<file path="src/design/mcsm_pkg.sv">
package mcsm_pkg;

	localparam int MCSM_AW = 4;
	localparam int MCSM_DW = 16;

	// Register offsets (word index on the plain register port)
	localparam logic [3:0] MCSM_OFF_CMD_CODE   = 4'h8;
	localparam logic [3:0] MCSM_OFF_CMD_STAT   = 4'h9;
	localparam logic [3:0] MCSM_OFF_SUB_CODE   = 4'ha;
	localparam logic [3:0] MCSM_OFF_SUB_STAT   = 4'hb;
	localparam logic [3:0] MCSM_OFF_CMD_REQ    = 4'h0;
	localparam logic [3:0] MCSM_OFF_SUB_REQ    = 4'h1;
	localparam logic [3:0] MCSM_OFF_IRQ_STAT   = 4'h2;
	localparam logic [3:0] MCSM_OFF_IRQ_MASK   = 4'h3;
	localparam logic [3:0] MCSM_OFF_CTRL       = 4'h4;

	// Status bit positions
	localparam int MCSM_BIT_BUSY  = 0;
	localparam int MCSM_BIT_HOLD  = 1;
	localparam int MCSM_BIT_FAIL  = 3;
	localparam int MCSM_BIT_ABS   = 7;
	localparam int MCSM_BIT_DONE  = 8;

	// Control register bits: each a one-cycle request when written 1
	localparam int MCSM_CTL_HOLD    = 0;
	localparam int MCSM_CTL_ABORT   = 1;
	localparam int MCSM_CTL_SUBABRT = 2;
	localparam int MCSM_CTL_SVON    = 3;
	localparam int MCSM_CTL_SVOFF   = 4;
	localparam int MCSM_CTL_ALMCLR  = 5;

	// Interrupt event bits
	localparam int MCSM_IRQ_CMD_DONE = 0;
	localparam int MCSM_IRQ_CMD_FAIL = 1;
	localparam int MCSM_IRQ_SUB_DONE = 2;
	localparam int MCSM_IRQ_SUB_FAIL = 3;
	localparam int MCSM_IRQ_HOLD     = 4;
	localparam int MCSM_IRQ_W        = 5;

	localparam logic [15:0] MCSM_CODE_NOP    = 16'h0000;
	localparam logic [15:0] MCSM_CODE_SVON   = 16'h001d;
	localparam logic [15:0] MCSM_CODE_SVOFF  = 16'h001e;
	localparam logic [15:0] MCSM_CODE_ALMCLR = 16'h001f;
	// Code of the absolute encoder reset command; value arbitrary
	localparam logic [15:0] MCSM_CODE_ABSRST = 16'h000d;

	localparam logic [15:0] MCSM_ZERO16 = 16'h0000;

	typedef enum logic [1:0] {
		MCSM_IDLE,
		MCSM_RUN,
		MCSM_ABORT
	} mcsm_state_type;

	// Execution engine result for one channel
	typedef struct packed {
		logic done;
		logic fail;
	} mcsm_result_type;

	typedef struct packed {
		logic [3:0]  addr;
		logic [15:0] wdata;
		logic        wr;
		logic        rd;
	} mcsm_bus_type;

endpackage

</file>
<file path="src/design/mcsm_monitor.sv">
`timescale 1ns/1ps
module mcsm_monitor
	import mcsm_pkg::*;
(
	input  wire logic        clk,
	input  wire logic        rst,
	input  wire mcsm_bus_type bus,
	output logic [15:0]      rdata,
	input  wire mcsm_result_type cmd_res,
	input  wire mcsm_result_type sub_res,
	input  wire logic        hold_ack,
	output logic             cmd_start,
	output logic             sub_start,
	output logic [15:0]      cmd_exec_code,
	output logic [15:0]      sub_exec_code,
	output logic             axis_halt,
	output logic             irq
);

	function automatic logic hit(input logic [3:0] a, input logic [3:0] o);
		return a == o;
	endfunction

	mcsm_state_type  cst_q, sst_q;
	logic [15:0]     cmd_req_q, sub_req_q, cmd_code_q, sub_code_q;
	logic            cmd_go_q, sub_go_q;
	logic            c_hold_q, c_fail_q, c_abs_q, c_done_q;
	logic            s_fail_q, s_done_q;
	logic            halt_q;
	logic [MCSM_IRQ_W-1:0] ist_q, imask_q, ev;
	logic [15:0]     rdata_q;

	wire wr_creq  = bus.wr && hit(bus.addr, MCSM_OFF_CMD_REQ);
	wire wr_sreq  = bus.wr && hit(bus.addr, MCSM_OFF_SUB_REQ);
	wire wr_ctl   = bus.wr && hit(bus.addr, MCSM_OFF_CTRL);
	wire wr_mask  = bus.wr && hit(bus.addr, MCSM_OFF_IRQ_MASK);
	wire rd_ist   = bus.rd && hit(bus.addr, MCSM_OFF_IRQ_STAT);
	wire req_hold = wr_ctl && bus.wdata[MCSM_CTL_HOLD];
	wire req_abrt = wr_ctl && bus.wdata[MCSM_CTL_ABORT];
	wire req_sabt = wr_ctl && bus.wdata[MCSM_CTL_SUBABRT];
	wire req_svon = wr_ctl && bus.wdata[MCSM_CTL_SVON];
	wire req_svof = wr_ctl && bus.wdata[MCSM_CTL_SVOFF];
	wire req_aclr = wr_ctl && bus.wdata[MCSM_CTL_ALMCLR];
	wire svc_load = req_svon || req_svof || req_aclr;
	wire [15:0] svc_code = req_svon ? MCSM_CODE_SVON :
		req_svof ? MCSM_CODE_SVOFF : MCSM_CODE_ALMCLR;
	wire cmd_idle = (cst_q == MCSM_IDLE);
	wire sub_idle = (sst_q == MCSM_IDLE);
	wire cmd_busy = !cmd_idle;
	wire sub_busy = !sub_idle;
	wire c_end    = (cst_q == MCSM_RUN) && (cmd_res.done || cmd_res.fail);
	wire s_end    = (sst_q == MCSM_RUN) && (sub_res.done || sub_res.fail);
	wire hold_end = c_hold_q == 1'b0 && cmd_busy && hold_ack;

	// Only documented bits are driven; the rest stay zero
	wire [15:0] cmd_stat = {7'h00, c_done_q, c_abs_q, 3'h0, c_fail_q,
		1'b0, c_hold_q, cmd_busy};
	wire [15:0] sub_stat = {7'h00, s_done_q, 4'h0, s_fail_q,
		2'h0, sub_busy};

	wire [15:0] rd_mux =
		hit(bus.addr, MCSM_OFF_CMD_CODE) ? cmd_code_q :
		hit(bus.addr, MCSM_OFF_CMD_STAT) ? cmd_stat :
		hit(bus.addr, MCSM_OFF_SUB_CODE) ? sub_code_q :
		hit(bus.addr, MCSM_OFF_SUB_STAT) ? sub_stat :
		hit(bus.addr, MCSM_OFF_CMD_REQ)  ? cmd_req_q :
		hit(bus.addr, MCSM_OFF_SUB_REQ)  ? sub_req_q :
		hit(bus.addr, MCSM_OFF_IRQ_STAT) ? {11'h000, ist_q} :
		hit(bus.addr, MCSM_OFF_IRQ_MASK) ? {11'h000, imask_q} :
		MCSM_ZERO16;

	assign ev[MCSM_IRQ_CMD_DONE] = c_end && !cmd_res.fail;
	assign ev[MCSM_IRQ_CMD_FAIL] = c_end && cmd_res.fail;
	assign ev[MCSM_IRQ_SUB_DONE] = s_end && !sub_res.fail;
	assign ev[MCSM_IRQ_SUB_FAIL] = s_end && sub_res.fail;
	assign ev[MCSM_IRQ_HOLD]     = hold_end;

	assign cmd_start     = cmd_go_q;
	assign sub_start     = sub_go_q;
	assign cmd_exec_code = cmd_code_q;
	assign sub_exec_code = sub_code_q;
	assign axis_halt     = halt_q;
	assign rdata         = rdata_q;
	assign irq           = |(ist_q & imask_q);

	always_ff @(posedge clk or posedge rst) begin
		if (rst) begin
			cmd_req_q <= MCSM_ZERO16;
			sub_req_q <= MCSM_ZERO16;
			imask_q   <= '0;
			rdata_q   <= MCSM_ZERO16;
		end else begin
			if (wr_creq) begin
				cmd_req_q <= bus.wdata;
			end
			if (wr_sreq) begin
				sub_req_q <= bus.wdata;
			end
			if (wr_mask) begin
				imask_q <= bus.wdata[MCSM_IRQ_W-1:0];
			end
			rdata_q <= bus.rd ? rd_mux : MCSM_ZERO16;
		end
	end

	// Event set wins over the clear-on-read of the same cycle
	always_ff @(posedge clk or posedge rst) begin
		if (rst) begin
			ist_q <= '0;
		end else begin
			ist_q <= (rd_ist ? '0 : ist_q) | ev;
		end
	end

	// Main command channel; a new request is accepted only when idle
	always_ff @(posedge clk or posedge rst) begin
		if (rst) begin
			cst_q      <= MCSM_IDLE;
			cmd_code_q <= MCSM_CODE_NOP;
			cmd_go_q   <= 1'b0;
			c_hold_q   <= 1'b0;
			c_fail_q   <= 1'b0;
			c_abs_q    <= 1'b0;
			c_done_q   <= 1'b0;
			halt_q     <= 1'b0;
		end else begin
			cmd_go_q <= 1'b0;
			case (cst_q)
			MCSM_IDLE: begin
				if (svc_load) begin
					cmd_code_q <= svc_code;
					halt_q     <= 1'b0;
				end else if (wr_creq) begin
					cmd_code_q <= bus.wdata;
					c_fail_q   <= 1'b0;
					c_done_q   <= 1'b0;
					c_hold_q   <= 1'b0;
					c_abs_q    <= 1'b0;
					halt_q     <= 1'b0;
					cmd_go_q   <= 1'b1;
					cst_q      <= MCSM_RUN;
				end
			end
			MCSM_RUN: begin
				if (hold_end && req_hold == 1'b0) begin
					c_hold_q <= 1'b1;
				end
				if (req_abrt) begin
					cst_q <= MCSM_ABORT;
				end else if (c_end) begin
					cst_q <= MCSM_IDLE;
					if (cmd_res.fail) begin
						c_fail_q <= 1'b1;
						halt_q   <= 1'b1;
					end else begin
						c_done_q <= 1'b1;
						c_abs_q  <= (cmd_code_q == MCSM_CODE_ABSRST);
					end
				end
			end
			MCSM_ABORT: begin
				halt_q <= 1'b1;
				if (cmd_res.done || cmd_res.fail) begin
					cst_q <= MCSM_IDLE;
				end
			end
			default: cst_q <= MCSM_IDLE;
			endcase
		end
	end

	// Subcommand channel runs beside the main one with no coupling
	always_ff @(posedge clk or posedge rst) begin
		if (rst) begin
			sst_q      <= MCSM_IDLE;
			sub_code_q <= MCSM_CODE_NOP;
			sub_go_q   <= 1'b0;
			s_fail_q   <= 1'b0;
			s_done_q   <= 1'b0;
		end else begin
			sub_go_q <= 1'b0;
			case (sst_q)
			MCSM_IDLE: begin
				if (wr_sreq) begin
					sub_code_q <= bus.wdata;
					s_fail_q   <= 1'b0;
					s_done_q   <= 1'b0;
					sub_go_q   <= 1'b1;
					sst_q      <= MCSM_RUN;
				end
			end
			MCSM_RUN: begin
				if (req_sabt) begin
					sst_q <= MCSM_ABORT;
				end else if (s_end) begin
					sst_q <= MCSM_IDLE;
					if (sub_res.fail) begin
						s_fail_q <= 1'b1;
					end else begin
						s_done_q <= 1'b1;
					end
				end
			end
			MCSM_ABORT: begin
				if (sub_res.done || sub_res.fail) begin
					sst_q <= MCSM_IDLE;
				end
			end
			default: sst_q <= MCSM_IDLE;
			endcase
		end
	end

endmodule // mcsm_monitor

</file>
<file path="config.mk">
export PLATFORM = sky130hd
export DESIGN_NAME = mcsm_monitor
export DESIGN_NICKNAME = d
export VERILOG_FILES = /design/src/design/mcsm_pkg.sv /design/src/design/mcsm_monitor.sv
export SDC_FILE = /design/constraint.sdc
export NUM_CORES = 1
export LEC_CHECK = 0
export BUFFER_PORTS_ARGS = -buffer_cell sky130_fd_sc_hd__buf_2
export CAP_MARGIN = 20
export CORE_MARGIN = 4
export CORE_UTILIZATION = 56
export DETAILED_ROUTE_END_ITERATION = 8
export PLACE_DENSITY = 0.9
export SETUP_SLACK_MARGIN = 0.4
export SYNTH_ARGS = -nofsm -noshare
export SYNTH_HDL_FRONTEND = slang
export SYNTH_SLANG_ARGS = --single-unit
export TNS_END_PERCENT = 30
</file>
<file path="constraint.sdc">
create_clock -name clk -period 3.3 [get_ports clk]
set_input_delay 0.165 -clock clk [delete_from_list [all_inputs] [get_ports clk]]
set_output_delay 0.165 -clock clk [all_outputs]
set_load 0.005 [all_outputs]
</file>
## Yosys cells after proc, flatten, opt, wreduce, memory -nomap -nowiden

Index checks and enable logic that the tools add are counted.

- Flip-flop bits (word level): 103
- Input bits: 29
- Output and inout bits: 52
- Word-level logic and storage cells: 155

- Eq/ne operators: 30
- Mux-type cells: 57
- Bitwise operators: 4
- Reduce and logical (&&, ||, !) cells: 46

Operator list:

| operator | number |
|---|---|
| 2-to-1 mux 16 bit | 9 |
| 2-to-1 mux 1 bit | 26 |
| != test 2 bit, second input constant | 13 |
| logical AND 1 bit | 20 |
| 2-to-1 mux 2 bit | 10 |
| == test 16 x 4 -> 1 bit, second input constant | 1 |
| == test 4 bit, second input constant | 4 |
| 2-to-1 mux 5 bit | 3 |
| AND reduction 5 bit | 3 |
| case mux 1 bit (2 select lines) | 6 |
| case mux 2 bit (3 select lines) | 2 |
| AND reduction 6 bit | 2 |
| != test 3 bit, second input constant | 3 |
| == test 4 x 2 -> 1 bit, second input constant | 2 |
| AND reduction 4 bit | 2 |
| nonzero test 2 bit | 3 |
| bitwise AND 5 bit | 1 |
| OR 5 bit | 1 |
| OR reduction 5 bit | 1 |
| == test 2 x 1 -> 1 bit, second input constant | 2 |
| == test 2 bit, second input constant | 2 |
| == test 4 x 1 -> 1 bit, second input constant | 1 |
| == test 4 x 3 -> 1 bit, second input constant | 1 |
| zero test 1 bit | 4 |
| other kinds (9) | 15 |

## Depth between registers and ports, before layout

Gate-level depths: netlist (run 1).

- Depth in word-level cells: 10
- Gate-level depth with buffers: 7
- Mapped depth without buffers: 6

## Worst setup path after synthesis (run 1)

No wires, ideal clock.

- Path type: reg2reg
- Start point: register cst_q[1]
- End point: register halt_q, in the netlist axis_halt
- Setup time: 0.127 ns
- Arrival time: 1.613 ns
- Required time: 3.173 ns
- Path slack: 1.560 ns
- Cell stages (with the launch flop): 7
- Buffers on the path: 0
- Period minus slack after synthesis: 1.740 ns
- Path through: dfrtp_1 inv_1 ha_1 nor2b_1 a41o_1 a311o_1 mux2_1

- Word-level cells in the longest chain between the ends: 4
- Elaborated cells on any way between the ends: 11
- Those cells by class: eq/ne: 6; mux: 1; reduce/logical: 4

Ends and longest elaborated chain:

| what | line | RTL |
|---|---|---|
| from (decl) | mcsm_monitor.sv:24 | `mcsm_state_type cst_q, sst_q;` |
| from (signal assigned) | mcsm_monitor.sv:118 | `cst_q <= MCSM_IDLE;` |
| from (signal assigned) | mcsm_monitor.sv:141 | `cst_q <= MCSM_RUN;` |
| from (signal assigned) | mcsm_monitor.sv:149 | `cst_q <= MCSM_ABORT;` |
| == test 2 x 1 -> 1 bit | mcsm_monitor.sv:51, mcsm_monitor.sv:128 |  |
| logical AND 1 bit | mcsm_monitor.sv:51 | `wire c_end = (cst_q == MCSM_RUN) && (cmd_res.done \|\| cmd_res.fail);` |
| != test 2 bit (no line) | -- |  |
| AND reduction 5 bit (no line) | -- |  |
| to (signal assigned) | mcsm_monitor.sv:125 | `halt_q <= 1'b0;` |
| to (signal assigned) | mcsm_monitor.sv:132 | `halt_q <= 1'b0;` |
| to (signal assigned) | mcsm_monitor.sv:139 | `halt_q <= 1'b0;` |
| to (decl) | mcsm_monitor.sv:29 | `logic halt_q;` |

Several ways; a longest one is shown, not always the timed one.
A chain may end at the register's enable or synchronous reset.

## Worst setup path in the final report (run 1)

- Start point: input port bus[18] in the netlist's numbering
- End point: register cmd_code_q[1], in the netlist cmd_exec_code[1]

- Word-level cells in the longest chain between the ends: 7
- Elaborated cells on any way between the ends: 13
- Those cells by class: eq/ne: 1; mux: 2; reduce/logical: 10

Ends and longest elaborated chain:

| what | line | RTL |
|---|---|---|
| from (decl) | mcsm_monitor.sv:7 | `input wire mcsm_bus_type bus,` |
| == test 4 x 3 -> 1 bit | mcsm_monitor.sv:21 | `return a == o;` |
| logical AND 1 bit | mcsm_monitor.sv:35 | `wire wr_ctl = bus.wr && hit(bus.addr, MCSM_OFF_CTRL);` |
| logical AND 1 bit (on tied branches) | mcsm_monitor.sv:41, mcsm_monitor.sv:42 |  |
| logical OR 1 bit (2 in a row) | mcsm_monitor.sv:44 | `wire svc_load = req_svon \|\| req_svof \|\| req_aclr;` |
| nonzero test 2 bit (no line) | -- |  |
| AND reduction 2 bit (no line) | -- |  |
| to (signal assigned) | mcsm_monitor.sv:131 | `cmd_code_q <= svc_code;` |
| to (signal assigned) | mcsm_monitor.sv:134 | `cmd_code_q <= bus.wdata;` |
| to (decl) | mcsm_monitor.sv:25 | `logic [15:0] cmd_req_q, sub_req_q, cmd_code_q, sub_code_q;` |

Several ways; a longest one is shown, not always the timed one.

==> results.sh, run 1 <==
export IMPL_outcome="completed"
export IMPL_ys_warnings_count=0
export IMPL_worstSkewPairLatency_ns=0.38
export IMPL_postCtsHoldBufs=0
export IMPL_pre_cts_ws_ns=0.881
export IMPL_grt_max_degree=82
export IMPL_io_pins=81
export IMPL_syn_inst=357
export IMPL_hp_class="input pin to asynchronous set/reset pin"
export IMPL_synth_fp_nets=390
export IMPL_avgSynthCellArea_um2=13.0
export IMPL_die_area_um2=9780
export IMPL_cp_top_family="simple AND/OR/NAND/NOR gates"
export IMPL_irDropWorstVdd_uv=266
export IMPL_cp_slowest_cell="nand3_2"
export IMPL_post_route_util_pct=66.9
export IMPL_gp_congestion=0.919
export IMPL_clock_sinks=103
export IMPL_cap_viol_max_count=0
export IMPL_grt_pass1_vias=3559
export IMPL_io_buffers=80
export IMPL_cp_start_kind="input pin"
export IMPL_layout_drive_gt1_share_pct=39.4
export IMPL_fin_nets=465
export IMPL_path_max_fanout=25
export IMPL_setup_tns_final_ns=0
export IMPL_antennaDiodeCount=0
export IMPL_slew_headroom_pct=34.4
export IMPL_ys_seq_elements=103
export IMPL_area_delta_synth_final_pct=14.1
export IMPL_cts_buffers_inserted=9
export IMPL_timing_fmax_ghz=0.487
export IMPL_cts_max_level=3
export IMPL_critPathKind="input pin to register"
export IMPL_tightest_slew_ns=0.985
export IMPL_crit_buf_inv=1
export IMPL_synth_flop_cell="dfrtp_1"
export IMPL_r2r_setup_slack_ns=1.32
export IMPL_crit_chain="buf_2 > nor2_2 > nand3_2 > a21oi_2 > mux2_2"
export IMPL_viasPerCell=6.53
export IMPL_async_flop_share_pct=100
export IMPL_grt_pass1_wl_mm=19.0
export IMPL_routedWlPerCell_um=21.8
export IMPL_period_share_pct=62.2
export IMPL_synthDistinctLibCells=59
export IMPL_start_util_pct=58.7
export IMPL_cts_tree="yes"
export IMPL_core_area_um2=7890
export IMPL_postCtsSetupBuffers=0
export IMPL_finClkSkew_ns=0.0146
export IMPL_nFillCells=574
export IMPL_fp_dieH_um=98.9
export IMPL_slowest_delay_ns=0.60
export IMPL_drtPass1Iterations=5
export IMPL_die_w_um=98.9
export IMPL_grt_overflow_total=0
export IMPL_crit_required_ns=3.57
export IMPL_ys_seq_area_share_pct=55.7
export IMPL_synth_edff_count=0
export IMPL_drtIter0Drc=335
export IMPL_hpwl_mm=8.21
export IMPL_antenna_found_initial=0
export IMPL_maxSlewViolCount=0
export IMPL_drc=0
export IMPL_setup_slack_ns=1.25
export IMPL_leakage_nw=2.49
export IMPL_period_minus_slack_ns=2.05
export IMPL_cts_buffer_depth=2
export IMPL_cts_resized=0
export IMPL_grt_use_total_pct=24.9
export IMPL_finalWirelength_mm=11.7
export IMPL_vias=3518
export IMPL_layout_commonest_cell="dfrtp_1"
export IMPL_setup_violations=0
export IMPL_end_kind="register"
export IMPL_final_cell_mix="dfrtp_1 (103), buf_2 (80), mux2_2 (56)"
export IMPL_clk_pin_slew_worst_paths_ns=0.11
export IMPL_powerDensity_nw_per_um2=618
export IMPL_num_rows=32
export IMPL_worst_endpoint_arrival_ns=2.32
export IMPL_rsz0062_at_grt="no"
export IMPL_cts_root_buf="clkbuf_8"
export IMPL_netlist_area_um2=4630
export IMPL_final_hold_viol_count=0
export IMPL_ant_nets=0
per-stage QoR:
stage	power, W	instance area, um2	hold slack (ns)	std cells
final	0.00326	5280	0.000204	539
after CTS	0.00327	5270	0.0298	538
after floorplan	0.00217	4630	0.297	357
after global routing	0.00343	5280	0.0438	539
after detailed placement	0.00251	5080	0.446	522
after global placement	0.00246	5080	0.431	522
area by class of cell:
cell class / instances / area, um2 / share of cell area (%)
Inverter: 11 / 43.8 / 0.829
Tap cell: 102 / 128 / 2.42
Multi-Input combinational cell: 223 / 1910 / 36.2
Clock buffer: 9 / 124 / 2.35
Sequential cell: 103 / 2580 / 48.8
Clock inverter: 7 / 66.3 / 1.26
Timing Repair Buffer: 84 / 430 / 8.15
metal layers:
layer / vias to the layer above / global-route usage [%] / wire length [um]
met3: 39 / 4.81 / 957
met1: 1781 / 33.2 / 4630
met2: 200 / 40.1 / 5810
met4: 0 / 10.1 / 343
met5: - / 0 / 0
li1: 1498 / - / -
where the power goes:
group	internal (W)	switching (W)	leakage, nW	total (W)
clock	0.000291	0.000476	0.0949	0.000768
sequential	0.00154	0.000242	1.30	0.00178
combinational	0.000395	0.000324	1.10	0.000720
flip-flops by register name, indices dropped and copies added (netlist names), 2 cells and up:
| name | count |
|---|---|
| imask_q | 5 |
| rdata | 16 |
| sub_exec_code | 16 |
| sst_q | 2 |
| sub_req_q | 16 |
| ist_q | 5 |
| cmd_exec_code | 16 |
| cmd_req_q | 16 |
| cst_q | 2 |
cells in the mapped netlist, types with 4 or more instances:
master | count | area share [%]
dfrtp_1 | 103 | 56
mux2_2 | 56 | 14
a22oi_1 | 20 | 3.2
a22o_1 | 14 | 2.6
nand2_1 | 13 | 1.1
inv_1 | 11 | 0.89
buf_2 | 10 | 1.1
nor2_1 | 10 | 0.81
nor2b_1 | 10 | 1.4
a21boi_0 | 9 | 1.5
a21oi_1 | 7 | 0.76
clkbuf_1 | 6 | 0.49
nand3_1 | 5 | 0.54
o221ai_1 | 5 | 0.95
ha_1 | 4 | 1.1
mux2i_1 | 4 | 0.87
mux4_2 | 4 | 1.9
o21ai_0 | 4 | 0.43
cells by family after synthesis:
group	share of synthesized area (%)
buffers and inverters	3.03
adder cells (fa/ha/maj)	1.08
AND/OR/NAND/NOR	8.03
multiplexers	16.7
AO/OA/AOI/OAI	15.5
flip-flops	55.7
final timing paths:
path,startpoint,cells after the start,end
hold reg to reg,sub_req_q[2],1,sub_req_q[2]
min in group clk,bus[11],2,cmd_exec_code[9]
setup / recovery,bus[18],5,cmd_exec_code[1]
max in group asynchronous,rst,3,sub_exec_code[1]
hold / removal,rst,2,sub_exec_code[11]
setup reg to reg,sst_q[0],3,sub_exec_code[8]
(Power assumes the default switching activity.)
==> run 2, diff against run 1 <==
--- a/config.mk
+++ b/config.mk
@@ -8,9 +8,9 @@
 export BUFFER_PORTS_ARGS = -buffer_cell sky130_fd_sc_hd__buf_2
 export CAP_MARGIN = 20
 export CORE_MARGIN = 4
-export CORE_UTILIZATION = 56
+export CORE_UTILIZATION = 50
 export DETAILED_ROUTE_END_ITERATION = 8
-export PLACE_DENSITY = 0.9
+export PLACE_DENSITY = 0.85
 export SETUP_SLACK_MARGIN = 0.4
 export SYNTH_ARGS = -nofsm -noshare
 export SYNTH_HDL_FRONTEND = slang
==> constraint.sdc (replaced) <==
create_clock -name clk -period 1.87 [get_ports clk]
set_input_delay 0.0935 -clock clk [delete_from_list [all_inputs] [get_ports clk]]
set_output_delay 0.0935 -clock clk [all_outputs]
set_load 0.005 [all_outputs]
==> run 2 against run 1 <==
Net effect: wire length fell by 0.15%; critical path depth increased by 1; via count is 1.3% lower; combinational power is 92% higher; die area grew 11%; register-to-register slack worse by 1.1 ns; critical endpoint is now axis_halt; highest routed layer unchanged.
==> results.sh, run 2 (same netlist as run 1, synthesis figures left out) <==
export IMPL_outcome="completed"
export IMPL_vias=3474
export IMPL_final_cell_mix="dfrtp_1 (102), buf_2 (80), mux2_2 (56)"
export IMPL_finClkSkew_ns=0.0174
export IMPL_irDropWorstVdd_uv=450
export IMPL_core_area_um2=8850
export IMPL_cts_buffer_depth=2
export IMPL_period_share_pct=90.3
export IMPL_worstSkewPairLatency_ns=0.36
export IMPL_drtPass1Iterations=5
export IMPL_ant_nets=0
export IMPL_fin_cells=568
export IMPL_timing_fmax_ghz=0.592
export IMPL_post_place_cells=544
export IMPL_drc=0
export IMPL_viasPerCell=6.12
export IMPL_crit_buf_inv=1
export IMPL_worst_endpoint_arrival_ns=1.94
export IMPL_rsz0062_at_grt="yes"
export IMPL_io_buffers=80
export IMPL_grt_pass1_wl_mm=19.2
export IMPL_cp_top_family="compound AO/OA/AOI/OAI gates"
export IMPL_final_hold_viol_count=0
export IMPL_period_minus_slack_ns=1.69
export IMPL_grt_pass1_vias=3629
export IMPL_clk_pin_slew_worst_paths_ns=0.10
export IMPL_grt_max_degree=104
export IMPL_die_w_um=104
export IMPL_io_pins=81
export IMPL_gp_congestion=0.922
export IMPL_num_rows=34
export IMPL_grt_overflow_total=0
export IMPL_maxSlewViolCount=0
export IMPL_setup_violations=0
export IMPL_cts_buffers_inserted=9
export IMPL_cp_start_kind="register"
export IMPL_cp_slowest_cell="dfrtp_1"
export IMPL_crit_chain="inv_2 > ha_4 > nor2b_4 > a41o_1 > a311o_1 > mux2_4"
export IMPL_cap_viol_max_count=0
export IMPL_routedWlPerCell_um=20.6
export IMPL_powerDensity_nw_per_um2=1050
export IMPL_cts_max_level=3
export IMPL_start_util_pct=52.3
export IMPL_grt_use_total_pct=22.4
export IMPL_cts_root_buf="clkbuf_8"
export IMPL_area_delta_synth_final_pct=20.0
export IMPL_end_kind="register"
export IMPL_r2r_setup_slack_ns=0.18
export IMPL_fp_dieH_um=104
export IMPL_leakage_nw=2.61
export IMPL_tightest_slew_ns=0.538
export IMPL_drtIter0Drc=263
export IMPL_path_max_fanout=4
export IMPL_cts_tree="yes"
export IMPL_layout_drive_gt1_share_pct=43.7
export IMPL_crit_required_ns=2.13
export IMPL_hp_class="input pin to register"
export IMPL_layout_commonest_cell="dfrtp_1"
export IMPL_setup_tns_final_ns=0
export IMPL_clock_sinks=103
export IMPL_fin_nets=488
export IMPL_antennaDiodeCount=0
export IMPL_critPathKind="register to register"
export IMPL_slowest_delay_ns=0.39
export IMPL_finalWirelength_mm=11.7
export IMPL_antenna_found_initial=0
export IMPL_hpwl_mm=8.41
export IMPL_slew_headroom_pct=63.8
export IMPL_die_area_um2=10900
## run 2: changes by cell type in the layout (fill, tap and decap cells not counted), sizes merged
cell,change
buf,+18
dlygate4sd3,+6
clkinv,-2
inv,-1
clkinvlp,+2
## run 2: layer usage
| layer | wire [um] | global-route usage [%] | vias to the layer above |
|---|---|---|---|
| met2 | 5730 | 36.0 | 169 |
| met5 | 0 | 0 | - |
| li1 | - | - | 1539 |
| met3 | 784 | 4.03 | 27 |
| met1 | 4810 | 29.2 | 1739 |
| met4 | 399 | 11.2 | 0 |
## run 2: layout make-up
type                       instances  area, um2
inverter                          11       45.0
timing repair buffer             107        642
multi-input combinational        223       1970
sequential                       103       2580
fill                             665       3290
clock buffer                      10        138
tap                              108        135
clock inverter                     6       50.0
## run 2: path summary, 6_finish.rpt
| check | start | depth (start not counted) | to |
|---|---|---|---|
| setup / recovery | cst_q[1] | 6 | axis_halt |
| hold / removal | bus[17] | 2 | cmd_exec_code[15] |
| setup reg to reg | cst_q[1] | 6 | axis_halt |
| hold reg to reg | cmd_req_q[1] | 2 | cmd_req_q[1] |
| max in group asynchronous | rst | 4 | sst_q[0] |
| min in group asynchronous | rst | 4 | cmd_start |
## run 2: report_power, final
group | leakage, nW | internal [W] | switching (W)
Sequential | 1.30 | 0.00271 | 0.000419
Combinational | 1.22 | 0.000773 | 0.000604
Clock | 0.0899 | 0.000537 | 0.000776
Total | 2.61 | 0.00402 | 0.00180
## run 2: timing repair
item | CTS | global route
hold endpoints to repair | 110 | 0
pin swaps | 2 | 0
setup endpoints to repair | 34 | 38
setup buffers | 2 | 0
gates cloned | 0 | 0
hold buffers | 6 | 0
resized for setup | 16 | 2
## run 2: per-stage QoR
| step | utilization, % | setup slack [ns] | cell area [um2] | hold slack [ns] | power [W] |
|---|---|---|---|---|---|
| global placement | 59.0 | 0.124 | 5220 | 0.285 | 0.00440 |
| floorplan | - | 0.130 | 4630 | 0.226 | 0.00383 |
| finish | 62.8 | 0.181 | 5560 | 0.0215 | 0.00582 |
| CTS | 62.7 | 0.222 | 5550 | 0.00373 | 0.00583 |
| detailed placement | 59.0 | 0.0467 | 5220 | 0.294 | 0.00446 |
| global route | 62.8 | 0.153 | 5560 | 0.0102 | 0.00612 |
